[src/verilog/pwr_pkg.sv]
// constants, field layouts and carrier types of the power-mode and wake controller
// assumes a 100 MHz block clock and an 8-bit special-function register port
package pwr_pkg;

  localparam logic [7:0] PWRCTL_ADDR  = 8'h87;
  localparam logic [7:0] CLKMUL_ADDR  = 8'hD7;
  localparam logic [7:0] IDENT_ADDR   = 8'hC2;

  localparam int PWRCTL_IDLE_BIT   = 0;
  localparam int PWRCTL_PD_BIT     = 1;
  localparam int PWRCTL_SPIWK_BIT  = 5;
  localparam int PWRCTL_INT0WK_BIT = 6;
  localparam logic [7:0] PWRCTL_RESET = 8'h00;

  localparam int PLL_CD_LSB      = 0;
  localparam int PLL_LOCK_BIT    = 6;
  localparam int PLL_OSCPD_BIT   = 7;
  localparam logic [2:0] PLL_CD_RESET = 3'h3;
  localparam logic       OSCPD_RESET  = 1'b0;

  localparam int CLK_PERIOD_NS = 10;
  localparam int CLK_FREQ_HZ   = 100000000;
  localparam int OSC_FREQ_HZ   = 32768;
  localparam int PLL_MULT      = 384;
  localparam int PLL_FREQ_HZ   = OSC_FREQ_HZ * PLL_MULT;

  localparam int POR_TIME_MS      = 128;
  localparam int LOCK_TIME_MS     = 1;
  localparam int OSC_START_MS     = 150;
  localparam int POR_CYCLES       = POR_TIME_MS * (1000000 / CLK_PERIOD_NS);
  localparam int LOCK_CYCLES      = LOCK_TIME_MS * (1000000 / CLK_PERIOD_NS);
  localparam int OSC_START_CYCLES = OSC_START_MS * (1000000 / CLK_PERIOD_NS);

  typedef enum logic [2:0] {
    ST_POR    = 3'b000,
    ST_RESET  = 3'b001,
    ST_NORMAL = 3'b010,
    ST_IDLE   = 3'b011,
    ST_PDOWN  = 3'b100
  } pmode_e;

  typedef struct packed {
    logic int0_wake;
    logic serial_wake;
    logic [2:0] spare;
    logic pdown;
    logic idle;
  } pwrctl_s;

  typedef struct packed {
    logic oscillator_powerdown_bit;
    logic [2:0] core_div;
  } clkmul_s;

  typedef struct packed {
    logic pstrb_o;
    logic pstrb_oe_n;
    logic ale_o;
    logic dac_oe_n;
    logic port_hold;
  } pins_s;

endpackage

[src/verilog/rate_tick.sv]
// fractional-rate tick generator by phase accumulation
// assumes INC below MODULUS; tick is registered
`timescale 1ns/100ps
module rate_tick #(
  parameter int INC     = 1,
  parameter int MODULUS = 2
) (
  input  wire logic clk,
  input  wire logic rst,
  input  wire logic run,
  output logic      tick
);

  logic [31:0] acc_r;
  logic [32:0] sum;

  if (INC < 1 || INC >= MODULUS)
  begin : g_chk
    $error("rate_tick: INC out of range");
  end

  assign sum = {1'b0, acc_r} + 33'(INC);

  always_ff @(posedge clk)
  begin
    if (rst || !run)
    begin
      acc_r <= 32'h0;
      tick  <= 1'b0;
    end
    else if (sum >= 33'(MODULUS))
    begin
      acc_r <= 32'(sum - 33'(MODULUS));
      tick  <= 1'b1;
    end
    else
    begin
      acc_r <= sum[31:0];
      tick  <= 1'b0;
    end
  end

endmodule

[src/verilog/power_mode_wake_control.sv]
// power-mode sequencer: normal, idle, power-down, wake-up, lock and reset strap
// assumes core, interrupt sources and converter logic share CLOCK; pins are raw
`timescale 1ns/100ps
module power_mode_wake_control #(
  parameter int POR_CNT       = pwr_pkg::POR_CYCLES,
  parameter int LOCK_CNT      = pwr_pkg::LOCK_CYCLES,
  parameter int OSC_START_CNT = pwr_pkg::OSC_START_CYCLES,
  parameter logic [3:0] FAMILY_CODE = 4'hA, // arbitrary value
  parameter logic [3:0] REVISION    = 4'h1
) (
  input  wire logic       CLOCK,
  input  wire logic       RST,
  input  wire logic       SUPPLY_OK,
  input  wire logic       RESET_PIN,
  input  wire logic [7:0] SFR_ADDR,
  input  wire logic [7:0] SFR_WDATA,
  input  wire logic       SFR_WR,
  input  wire logic       SFR_RD,
  output logic [7:0]      SFR_RDATA,
  input  wire logic       IRQ_PENDING,
  input  wire logic       INTV_EN,
  input  wire logic       INTV_IRQ,
  input  wire logic       SPI_IRQ_EN,
  input  wire logic       SPI_IRQ,
  input  wire logic       INT0_IRQ_EN,
  input  wire logic       INT0_IRQ,
  input  wire logic       CORE_PSTRB,
  input  wire logic       CORE_ALE,
  input  wire logic       PSTRB_I,
  output logic            PSTRB_O,
  output logic            PSTRB_OE_N,
  output logic            ALE_O,
  output logic            DAC_OE_N,
  output logic            PORT_HOLD,
  output logic            CORE_RST,
  output logic            CORE_CLK_EN,
  output logic            PERIPH_CLK_EN,
  output logic            OSC_TICK,
  output logic            OSC_RUN,
  output logic            PLL_RUN,
  output logic            PLL_LOCK,
  output logic            WAKE_PULSE,
  output logic            DOWNLOAD_MODE,
  output logic [2:0]      MODE
);

  localparam int PW = $clog2(POR_CNT + 1);
  localparam int LW = $clog2(LOCK_CNT + 1);
  localparam int OW = $clog2(OSC_START_CNT + 1);

  if (POR_CNT < 1 || LOCK_CNT < 1 || OSC_START_CNT < 1)
  begin : g_chk
    $error("power_mode_wake_control: counts must be at least one cycle");
  end

  // pin synchronisers
  logic [1:0] supply_sync_r;
  logic [1:0] reset_sync_r;
  logic [1:0] pstrb_sync_r;
  logic       supply_ok;
  logic       reset_pin;
  logic       pstrb_in;

  always_ff @(posedge CLOCK)
  begin
    if (RST)
    begin
      supply_sync_r <= 2'h0;
      reset_sync_r  <= 2'h0;
      pstrb_sync_r  <= 2'h3;
    end
    else
    begin
      supply_sync_r <= {supply_sync_r[0], SUPPLY_OK};
      reset_sync_r  <= {reset_sync_r[0], RESET_PIN};
      pstrb_sync_r  <= {pstrb_sync_r[0], PSTRB_I};
    end
  end

  assign supply_ok = supply_sync_r[1];
  assign reset_pin = reset_sync_r[1];
  assign pstrb_in  = pstrb_sync_r[1];

  pwr_pkg::pmode_e  state_r;
  pwr_pkg::pmode_e  state_nxt;
  pwr_pkg::pwrctl_s pwrctl_r;
  pwr_pkg::clkmul_s clkmul_r;
  logic [PW-1:0]    por_cnt_r;
  logic [LW-1:0]    lock_cnt_r;
  logic [OW-1:0]    osc_cnt_r;
  logic             osc_stable_r;
  logic             lock_r;
  logic             download_r;
  logic             core_rst_r;
  logic [7:0]       rdata_r;
  logic [7:0]       div_cnt_r;
  logic             core_en_r;
  logic             periph_en_r;
  logic             wake_r;
  pwr_pkg::pins_s   pins_r;
  logic             pll_tick;
  logic             osc_tick;
  logic             osc_on;
  logic             pll_on;
  logic             in_reset;
  logic             pwrctl_wr;
  logic             clkmul_wr;
  logic             pd_wake;
  logic             idle_wake;
  logic             wake;

  function automatic logic sfr_hit(input logic [7:0] a, input logic [7:0] ref_a);
    sfr_hit = (a == ref_a);
  endfunction

  assign in_reset  = (state_r == pwr_pkg::ST_POR) || (state_r == pwr_pkg::ST_RESET);
  assign pwrctl_wr = SFR_WR && sfr_hit(SFR_ADDR, pwr_pkg::PWRCTL_ADDR);
  assign clkmul_wr = SFR_WR && sfr_hit(SFR_ADDR, pwr_pkg::CLKMUL_ADDR);

  // oscillator halts in power-down only with its power-down bit set
  assign osc_on = !((state_r == pwr_pkg::ST_PDOWN) && clkmul_r.oscillator_powerdown_bit) && supply_ok;
  // multiplier stopped in power-down, running in idle
  assign pll_on = osc_on && (state_r != pwr_pkg::ST_PDOWN);

  // oscillator rate and multiplied rate
  rate_tick #(
    .INC     (pwr_pkg::OSC_FREQ_HZ),
    .MODULUS (pwr_pkg::CLK_FREQ_HZ)
  ) u_osc_tick (
    .clk  (CLOCK),
    .rst  (RST),
    .run  (osc_on && osc_stable_r),
    .tick (osc_tick)
  );

  rate_tick #(
    .INC     (pwr_pkg::PLL_FREQ_HZ),
    .MODULUS (pwr_pkg::CLK_FREQ_HZ)
  ) u_pll_tick (
    .clk  (CLOCK),
    .rst  (RST),
    .run  (pll_on),
    .tick (pll_tick)
  );

  // wake conditions
  assign idle_wake = IRQ_PENDING;
  always_comb
  begin
    pd_wake = 1'b0;
    if (osc_on && INTV_EN && INTV_IRQ)
      pd_wake = 1'b1;
    if (pwrctl_r.serial_wake && SPI_IRQ_EN && SPI_IRQ)
      pd_wake = 1'b1;
    if (pwrctl_r.int0_wake && INT0_IRQ_EN && INT0_IRQ)
      pd_wake = 1'b1;
  end

  assign wake = ((state_r == pwr_pkg::ST_IDLE) && idle_wake) ||
                ((state_r == pwr_pkg::ST_PDOWN) && pd_wake);

  // mode sequencer
  always_comb
  begin
    state_nxt = state_r;
    case (state_r)
      pwr_pkg::ST_POR:
        if (supply_ok && por_cnt_r == PW'(POR_CNT))
          state_nxt = reset_pin ? pwr_pkg::ST_RESET : pwr_pkg::ST_NORMAL;
      pwr_pkg::ST_RESET:
        if (!reset_pin)
          state_nxt = pwr_pkg::ST_NORMAL;
      pwr_pkg::ST_NORMAL:
        if (pwrctl_r.pdown)
          state_nxt = pwr_pkg::ST_PDOWN;
        else if (pwrctl_r.idle)
          state_nxt = pwr_pkg::ST_IDLE;
      pwr_pkg::ST_IDLE:
        if (idle_wake)
          state_nxt = pwr_pkg::ST_NORMAL;
      pwr_pkg::ST_PDOWN:
        if (pd_wake)
          state_nxt = pwr_pkg::ST_NORMAL;
      default:
        state_nxt = pwr_pkg::ST_POR;
    endcase
    if (!supply_ok)
      state_nxt = pwr_pkg::ST_POR;
    else if (reset_pin && state_r != pwr_pkg::ST_POR)
      state_nxt = pwr_pkg::ST_RESET;
  end

  always_ff @(posedge CLOCK)
  begin
    if (RST)
      state_r <= pwr_pkg::ST_POR;
    else
      state_r <= state_nxt;
  end

  // power-on delay counter
  always_ff @(posedge CLOCK)
  begin
    if (RST || state_r != pwr_pkg::ST_POR || !supply_ok)
      por_cnt_r <= '0;
    else if (por_cnt_r != PW'(POR_CNT))
      por_cnt_r <= por_cnt_r + PW'(1);
  end

  // power control register; wake clears the mode request bits
  always_ff @(posedge CLOCK)
  begin
    if (RST || in_reset)
      pwrctl_r <= pwr_pkg::PWRCTL_RESET[6:0];
    else if (wake)
    begin
      pwrctl_r.idle  <= 1'b0;
      pwrctl_r.pdown <= 1'b0;
    end
    else if (pwrctl_wr && state_r == pwr_pkg::ST_NORMAL)
      pwrctl_r <= SFR_WDATA[6:0];
  end

  // clock multiplier control register
  always_ff @(posedge CLOCK)
  begin
    if (RST || in_reset)
    begin
      clkmul_r.oscillator_powerdown_bit   <= pwr_pkg::OSCPD_RESET;
      clkmul_r.core_div <= pwr_pkg::PLL_CD_RESET;
    end
    else if (clkmul_wr && state_r == pwr_pkg::ST_NORMAL)
    begin
      clkmul_r.oscillator_powerdown_bit   <= SFR_WDATA[pwr_pkg::PLL_OSCPD_BIT];
      clkmul_r.core_div <= SFR_WDATA[pwr_pkg::PLL_CD_LSB +: 3];
    end
  end

  // oscillator start-up after it was stopped
  always_ff @(posedge CLOCK)
  begin
    if (RST || !osc_on)
    begin
      osc_cnt_r    <= '0;
      osc_stable_r <= 1'b0;
    end
    else if (osc_cnt_r == OW'(OSC_START_CNT))
      osc_stable_r <= 1'b1;
    else
      osc_cnt_r <= osc_cnt_r + OW'(1);
  end

  // multiplier lock timer, starts once the oscillator is stable
  always_ff @(posedge CLOCK)
  begin
    if (RST || !pll_on || !osc_stable_r)
    begin
      lock_cnt_r <= '0;
      lock_r     <= 1'b0;
    end
    else if (lock_cnt_r == LW'(LOCK_CNT))
      lock_r <= 1'b1;
    else
      lock_cnt_r <= lock_cnt_r + LW'(1);
  end

  // core clock divider; core runs before lock at an unspecified rate
  always_ff @(posedge CLOCK)
  begin
    if (RST || in_reset)
      div_cnt_r <= 8'h0;
    else if (pll_tick)
      div_cnt_r <= div_cnt_r + 8'h1;
  end

  always_ff @(posedge CLOCK)
  begin
    if (RST)
    begin
      core_en_r   <= 1'b0;
      periph_en_r <= 1'b0;
    end
    else
    begin
      core_en_r   <= pll_tick && (state_r == pwr_pkg::ST_NORMAL) &&
                     ((div_cnt_r & ((8'h1 << clkmul_r.core_div) - 8'h1)) == 8'h0);
      periph_en_r <= pll_tick && !in_reset &&
                     (state_r != pwr_pkg::ST_PDOWN);
    end
  end

  // one-cycle wake notice to the core for interrupt service
  always_ff @(posedge CLOCK)
  begin
    if (RST)
      wake_r <= 1'b0;
    else
      wake_r <= wake && !reset_pin;
  end

  // core reset and strap capture at reset release
  always_ff @(posedge CLOCK)
  begin
    if (RST)
      core_rst_r <= 1'b1;
    else
      core_rst_r <= (state_nxt == pwr_pkg::ST_POR) || (state_nxt == pwr_pkg::ST_RESET);
  end

  always_ff @(posedge CLOCK)
  begin
    if (RST)
      download_r <= 1'b0;
    else if (in_reset && state_nxt == pwr_pkg::ST_NORMAL)
      download_r <= !pstrb_in;
  end

  // pin behaviour per mode
  always_ff @(posedge CLOCK)
  begin
    if (RST)
    begin
      pins_r.pstrb_o    <= 1'b1;
      pins_r.pstrb_oe_n <= 1'b1;
      pins_r.ale_o      <= 1'b0;
      pins_r.dac_oe_n   <= 1'b0;
      pins_r.port_hold  <= 1'b0;
    end
    else
    begin
      case (state_r)
        pwr_pkg::ST_POR, pwr_pkg::ST_RESET:
        begin
          pins_r.pstrb_o    <= 1'b1;
          pins_r.pstrb_oe_n <= 1'b1;
          pins_r.ale_o      <= 1'b0;
          pins_r.dac_oe_n   <= 1'b0;
          pins_r.port_hold  <= 1'b0;
        end
        pwr_pkg::ST_IDLE:
        begin
          pins_r.pstrb_o    <= 1'b1;
          pins_r.pstrb_oe_n <= 1'b0;
          pins_r.ale_o      <= 1'b1;
          pins_r.dac_oe_n   <= 1'b0;
          pins_r.port_hold  <= 1'b1;
        end
        pwr_pkg::ST_PDOWN:
        begin
          pins_r.pstrb_o    <= 1'b0;
          pins_r.pstrb_oe_n <= 1'b0;
          pins_r.ale_o      <= 1'b0;
          pins_r.dac_oe_n   <= 1'b1;
          pins_r.port_hold  <= 1'b1;
        end
        default:
        begin
          pins_r.pstrb_o    <= CORE_PSTRB;
          pins_r.pstrb_oe_n <= 1'b0;
          pins_r.ale_o      <= CORE_ALE;
          pins_r.dac_oe_n   <= 1'b0;
          pins_r.port_hold  <= 1'b0;
        end
      endcase
    end
  end

  // register read port
  always_ff @(posedge CLOCK)
  begin
    if (RST)
      rdata_r <= 8'h00;
    else if (SFR_RD)
    begin
      if (sfr_hit(SFR_ADDR, pwr_pkg::IDENT_ADDR))
        rdata_r <= {FAMILY_CODE, REVISION};
      else if (sfr_hit(SFR_ADDR, pwr_pkg::PWRCTL_ADDR))
        rdata_r <= {1'b0, pwrctl_r};
      else if (sfr_hit(SFR_ADDR, pwr_pkg::CLKMUL_ADDR))
      begin
        rdata_r <= 8'h00;
        rdata_r[pwr_pkg::PLL_OSCPD_BIT] <= clkmul_r.oscillator_powerdown_bit;
        rdata_r[pwr_pkg::PLL_LOCK_BIT]  <= lock_r;
        rdata_r[pwr_pkg::PLL_CD_LSB +: 3] <= clkmul_r.core_div;
      end
      else
        rdata_r <= 8'h00;
    end
  end

  assign SFR_RDATA     = rdata_r;
  assign PSTRB_O       = pins_r.pstrb_o;
  assign PSTRB_OE_N    = pins_r.pstrb_oe_n;
  assign ALE_O         = pins_r.ale_o;
  assign DAC_OE_N      = pins_r.dac_oe_n;
  assign PORT_HOLD     = pins_r.port_hold;
  assign CORE_RST      = core_rst_r;
  assign CORE_CLK_EN   = core_en_r;
  assign PERIPH_CLK_EN = periph_en_r;
  assign OSC_TICK      = osc_tick;
  assign OSC_RUN       = osc_stable_r;
  assign PLL_RUN       = pll_on;
  assign PLL_LOCK      = lock_r;
  assign WAKE_PULSE    = wake_r;
  assign DOWNLOAD_MODE = download_r;
  assign MODE          = state_r;

endmodule

[config.mk]
export PLATFORM = sky130hd
export DESIGN_NAME = power_mode_wake_control
export DESIGN_NICKNAME = d
export VERILOG_FILES = /design/src/verilog/pwr_pkg.sv /design/src/verilog/rate_tick.sv /design/src/verilog/power_mode_wake_control.sv
export SDC_FILE = /design/constraint.sdc
export NUM_CORES = 1
export LEC_CHECK = 0
export BUFFER_PORTS_ARGS = -buffer_cell sky130_fd_sc_hd__buf_2
export CAP_MARGIN = 15
export CELL_PAD_IN_SITES_DETAIL_PLACEMENT = 0
export CELL_PAD_IN_SITES_GLOBAL_PLACEMENT = 1
export CORE_MARGIN = 2
export CORE_UTILIZATION = 50
export CTS_BUF_LIST = sky130_fd_sc_hd__clkbuf_16
export DETAILED_ROUTE_END_ITERATION = 16
export PLACE_DENSITY_LB_ADDON = 0.1
export SETUP_SLACK_MARGIN = 0.15
export SYNTH_ARGS = -nofsm -noshare
export SYNTH_HDL_FRONTEND = slang
export SYNTH_HIERARCHICAL = 1
export SYNTH_SLANG_ARGS = --single-unit
[constraint.sdc]
create_clock -name CLOCK -period 4.8 [get_ports CLOCK]
set_clock_uncertainty 0.1 [all_clocks]
set_input_delay 0.24 -clock CLOCK [delete_from_list [all_inputs] [get_ports CLOCK]]
set_output_delay 0.24 -clock CLOCK [all_outputs]
set_load 0.01 [all_outputs]
## After elaboration in Yosys (flattened, before gate mapping)

Cells that the tools add are included.

| word-level totals | value |
|---|---|
| output and inout port bits | 25 |
| word-level logic and storage cells | 131 |
| input port bits | 32 |
| flip-flop bits (word level) | 179 |

| cells by class | value |
|---|---|
| mux-type cells | 21 |
| shift-type cells | 1 |
| add/subtract/negate cells | 9 |
| reduce and logical (&&, ||, !) cells | 50 |
| order comparisons | 2 |
| equality and inequality tests | 14 |
| bitwise gates (word level) | 2 |

Operator list:

| operator | count |
|---|---|
| $ge A33 B27 Y1 const B | 2 |
| $mux W32 | 2 |
| $sub A32 B27 Y32 const B | 2 |
| $add A24 B1 Y24 const B | 2 |
| $eq A24 B24 Y1 const B | 2 |
| $add A32 B16 Y33 const B | 1 |
| $add A32 B24 Y33 const B | 1 |
| $eq A8 B8 Y1 const B | 3 |
| $logic_and A1 B1 Y1 | 24 |
| $mux W3 | 8 |
| $mux W8 | 3 |
| $ne A24 B24 Y1 const B | 1 |
| $add A17 B1 Y17 const B | 1 |
| $eq A17 B17 Y1 const B | 1 |
| $pmux W3 S5 | 1 |
| $pmux W5 S3 | 1 |
| $logic_or A1 B1 Y1 | 10 |
| $eq A3 B2 Y1 const B | 3 |
| $logic_not A1 Y1 | 9 |
| $add A8 B1 Y8 const B | 1 |
| $and A8 B8 Y8 | 1 |
| $logic_not A8 Y1 | 1 |
| $shl A1 B3 Y8 const A | 1 |
| $sub A8 B1 Y8 const B | 1 |
| 10 further kinds | 17 |

## Depth between registers and ports, before layout

| logic depth | value |
|---|---|
| depth in word-level cells | 15 |
| gate-level depth with buffers | 13 |
| depth with buffers taken out | 9 |

## By module

The synthesis kept the hierarchy.

Modules (own cells, without submodules):

| module | instances | sequential area each (um^2) | cells an instance | area each (um^2) |
|---|---|---|---|---|
| power_mode_wake_control | 1 | 2,242.2 | 553 | 4,968.5 |
| rate_tick at u_osc_tick | 1 | 500.5 | 300 | 2,302.2 |
| rate_tick at u_pll_tick | 1 | 500.5 | 236 | 1,843.0 |

## Worst setup path before layout

OpenSTA, ideal clock, no wires.

| timing path | value |
|---|---|
| kind | register to register |
| start point | register u_pll_tick.acc_r[22] |
| end point | register u_pll_tick.acc_r[28] |
| required time | 4.628 ns |
| clock period less this slack | 2.651 ns |
| data arrival time | 2.479 ns |
| stages on the path, launching flop included | 11 |
| buffers on the path | 3 |
| slack | 2.149 ns |
| setup time | 0.072 ns |
| path through | dfxtp_1 > clkbuf_1 > inv_1 > ha_1 > clkbuf_1 > nor4_1 > o21ai_1 > o41a_1 > buf_6 > a211oi_1 > mux2i_1 |

| on the way | value |
|---|---|
| cells in the longest elaborated chain, start to end | 3 |
| elaborated cells between the ends (all ways) | 4 |
| those cells by class | 2 x add/sub; 1 x order compare; 1 x mux |

RTL lines:

| element | RTL line | text |
|---|---|---|
| from (decl) | rate_tick.sv:14 | `logic [31:0] acc_r;` |
| from (signal assigned) | rate_tick.sv:33 | `acc_r <= 32'(sum - 33'(MODULUS));` |
| from (signal assigned) | rate_tick.sv:38 | `acc_r <= sum[31:0];` |
| $add A32 B24 Y33 (*) | rate_tick.sv:22 | `assign sum = {1'b0, acc_r} + 33'(INC);` |
| $sub A32 B27 Y32 or $ge A33 B27 Y1 (tied branches) | rate_tick.sv:33, rate_tick.sv:31 |  |
| $mux W32 (*) | rate_tick.sv:31 | `else if (sum >= 33'(MODULUS))` |

Mark *: on every way between the ends. The rest lies on a longest branch, timed or not.
A chain may end at the register's enable or synchronous reset.

## Worst setup path after layout

| timing path | value |
|---|---|
| start point | register u_osc_tick.acc_r[15] |
| end point | register u_osc_tick.acc_r[16] |

| on the way | value |
|---|---|
| cells in the longest elaborated chain, start to end | 3 |
| elaborated cells between the ends (all ways) | 4 |
| those cells by class | 2 x add/sub; 1 x order compare; 1 x mux |

RTL lines:

| element | RTL line |
|---|---|
| from (decl) | rate_tick.sv:14 |
| from (signal assigned) | rate_tick.sv:33 |
| from (signal assigned) | rate_tick.sv:38 |
| $add A32 B16 Y33 (*) | rate_tick.sv:22 |
| $sub A32 B27 Y32 or $ge A33 B27 Y1 (tied branches) | rate_tick.sv:33, rate_tick.sv:31 |
| $mux W32 (*) | rate_tick.sv:31 |

Marked as above.

==> results.md <==
* Total chip power at 2.755 mW
* Worst-path fanout max at 22
* Remaining global-route overflow at 0
* Starting DRT DRC Count at 584
* FFs w/ async S/R, synth at 0%
* Synth Area in XOR/XNOR at approximately 8.5%
* Most frequent cells in the layout: 162 x dfxtp_1, 115 x nor2_1, 104 x nand2_1
* Initial antenna violation count at 0
* Peak VDD IR at 0.0002651 V
* Finish-stage setup viols at 0
* Average wire per standard cell at about 15 um
* Largest net degree at the start of global routing at 32
* Status: finished clean
* Post-synth EDFFs at 0
* Cells after synthesis at 1,089
* Critical Path Stages at 8
* CTS tree: done
* Area of the die at a little under 20,000 um^2
* Synth Area in Compound Gates at 14.11%
* Switching Fraction at between 20 and 25%
* Ant. Diodes at 0
* Commonest non-fill, non-tap cell in the layout: dfxtp_1
* Root Buffer: clkbuf_16
* Worst-path cell chain: ha_1 -> nand4_1 -> nor3_1 -> nand4b_1 -> a31o_2 -> a21o_1 -> or4_1 -> nand3_1
* Vias in the first global route at approximately 7,300
* Detailed Routing Iterations Pass 1 at 4
* CP startpoint: u_osc_tick/acc_r[15]
* Global-route wire length before repair at roughly 36,000 um
* Reg-to-reg setup timing slack at 1.23 ns
* R2r startpoint: u_osc_tick/acc_r[15]
* H-tree levels at 4
* Worst Hold Class: in -> reg
* DR DRC count at 0
* Fin crit share at 74.42%
* Area Overhead vs Synth at 11.00%
* Clock-pin slew on the worst setup and hold paths at about 0.060 ns
* DP Worst Slack at 1.282 ns
* Total wire length at 20,530 um
* Post-Syn Area at 9114 um^2
* Max-cap violations at 0
* Crit. End Element: register
* #FFs+latches synth at 162
* Clock share of power at 48.8%
* Mean Syn Cell Area at around 8.4 um^2
* Warnings, synthesis at 6
* Multi-input gate area at 5482 um^2
* Storage element area at between 3000 and 4000 um^2
* F_max at 279.9 MHz
* Chip width at 139.0 um
* Worst Path Buf+Inv at 0
* Initial core utilization at 50.91%
* Max-slew violations at 0
* Via density at about 5.7
* Multiplexer area fraction after synthesis at 4.201%
* Post-route ant nets at 0
* Req. time, crit path at 5.06 ns
* Cell family with the largest share of critical-path delay: simple AND/OR/NAND/NOR gates
* Post-Synth Adder-Cell Area at between 2 and 2.5%
* Flop pwr share at between 40% and 50%
* Reg-to-Reg End: u_osc_tick/acc_r[16]
* Hpwl dp at ~14,000 um
* Fin nets at 1,162
* Synth Area in Simple Gates at 31.18%
* Logic gate share of total power at 2.0%
* Layout cells sized above 1 at 11.78%
* Core area at 17,900 um^2
* Internal power at 2.147 mW
* Slew HR at 25.04%
* Synthesized Nets at 1,135
* Worst-Margin Slew at ~1.1 ns
* Slowest-stage cell, CP: ha_1
* Critical path data arrival time at approximately 3.8 ns
* Synth cell types at 92
* I/O Pins at 57
* Pwr Density at around 270 nW/um^2
* Largest family of logic cells by synthesized area: simple AND/OR/NAND/NOR gates
* # fillers at about 1,700
* Vias at 7,751
* Worst r2r path cells at 8
* Final Worst Setup Slack at 1.228 ns
* CP endpoint: u_osc_tick/acc_r[16]
* RSZ-0062 raised after global routing: no
* Synth Flop Type: dfxtp_1
* Worst setup SP type: register
* GRT Util Overall at between 20% and 30%
* PortBufs at 56
* Clock sink total at 162
* Worst skew pair latency at between 0.4 and 0.5 ns
* GP Congestion at 0.8080
* Rows at 49
* Setup TNS at 0 ns
* Die Height at 139.0 um
* Seq/Total Area, Yosys at 35.58%
* Critical path type: reg -> reg
* Max incr delay on CP at approximately 0.6 ns
* Switching power at between 600 and 700 uW
* Final Hold Fails at 0
* Number of CTS-inserted buffers at 17
* Pleak at 3.565 nW
* Clk buf depth at 2
* Final min period at ~3.6 ns
==> power groups by stage <==
stage	sequential [mW]	combinational, mW	clock (mW)
global route	1.35	0.0628	1.44
detailed placement	1.38	0.0491	0
floorplan	1.38	0.0264	0
CTS	1.35	0.0569	1.39
global placement	1.38	0.0490	0
finish	1.35	0.0564	1.35
==> per-stage QoR <==
step | utilization (%) | instances | hold slack [ns] | instance area, um^2
after floorplan | - | 1089 | 0.2116 | 9114
after global placement | 52.43 | 1313 | 0.2984 | 9385
after detailed placement | 52.43 | 1313 | 0.2998 | 9385
after CTS | 56.35 | 1357 | 0.09671 | 10090
after global routing | 56.51 | 1358 | 0.1225 | 10120
final | 56.51 | 1358 | 0.1197 | 10120
==> timing repair <==
| action | in CTS | in global routing |
|---|---|---|
| hold buffers | 12 | 0 |
| resized for setup | 0 | 0 |
| setup endpoints to repair | 0 | 0 |
| buffers inserted | 0 | 0 |
| hold endpoints to repair | 15 | 0 |
==> per-layer routing <==
metal	GRT usage (%)	routed length [um]	vias to the layer above
li1	-	-	3994
met1	31.53	10510	3595
met2	33.52	8854	140
met3	4.558	881	22
met4	6.486	281	0
met5	0	0	-
==> logic make-up after synthesis <==
family                     count (synthesis)
adders and majority gates                 16
xor gates and xnor gates                  88
DFF                                      162
AOI/OAI and AO/OA                        181
and+or+nand+nor                          519
muxes                                     38
buffers and inverters                     85
==> sequential cells by signal (all words and copies together) (netlist names), 3 cells and up <==
name,count
osc_cnt_r,24
por_cnt_r,24
u_osc_tick/acc_r,24
u_pll_tick/acc_r,24
lock_cnt_r,17
SFR_RDATA,8
div_cnt_r,7
pwrctl_r,7
clkmul_r,4
MODE,3
==> layout make-up <==
class                   count  share of cell area (%)
clock inverters            15                   1.558
flip-flops and latches    162                   32.06
well taps                 229                   2.832
clock buffers              17                   4.205
repair buffers             70                   4.304
multi-input cells         842                   54.19
inverters                  23                  0.8534
==> cell usage after synthesis, types with 5 or more instances <==
library cell / instances / area share [%]
mux2i_1: 36 / 4.0
buf_4: 6 / 0.49
dfxtp_1: 162 / 36
nand4_1: 30 / 2.1
or2_2: 10 / 0.69
or3_1: 11 / 0.76
a2111o_1: 11 / 1.4
and4_1: 15 / 1.4
a211oi_1: 11 / 0.91
nor3_1: 29 / 1.6
nor2b_1: 17 / 1.2
nand2b_1: 21 / 1.4
xor2_1: 55 / 5.3
inv_1: 23 / 0.95
o21ai_1: 23 / 1.3
and3_1: 25 / 1.7
o211ai_1: 6 / 0.49
ha_1: 14 / 1.9
xnor2_1: 33 / 3.2
a21oi_1: 47 / 2.6
o21ai_0: 20 / 1.1
nand3_1: 67 / 3.7
clkbuf_1: 32 / 1.3
and2_1: 8 / 0.55
nand2_1: 104 / 4.3
a31oi_1: 11 / 0.76
nor2_1: 115 / 4.7
nor3b_1: 5 / 0.41
buf_2: 18 / 0.99
nor4_1: 11 / 0.76
==> tightest hold or removal path: stages <==
cell     delay, ns
buf_2         0.19
nand3_1       0.10
a21oi_1       0.06
==> worst min-delay path by stage <==
stage,to,cells after the start,slack [ns],from
6_report,SFR_RDATA[4],3,0.12,SFR_RD
5_1_grt,SFR_RDATA[4],3,0.12,SFR_RD
4_1_cts,SFR_RDATA[4],3,0.1,SFR_RD
3_5_place_dp,pstrb_sync_r[1],1,0.30,pstrb_sync_r[0]
3_3_place_gp,pstrb_sync_r[1],1,0.30,pstrb_sync_r[0]
2_1_floorplan,reset_sync_r[1],1,0.21,RST
No activity file was read; power rests on OpenSTA's default activity.
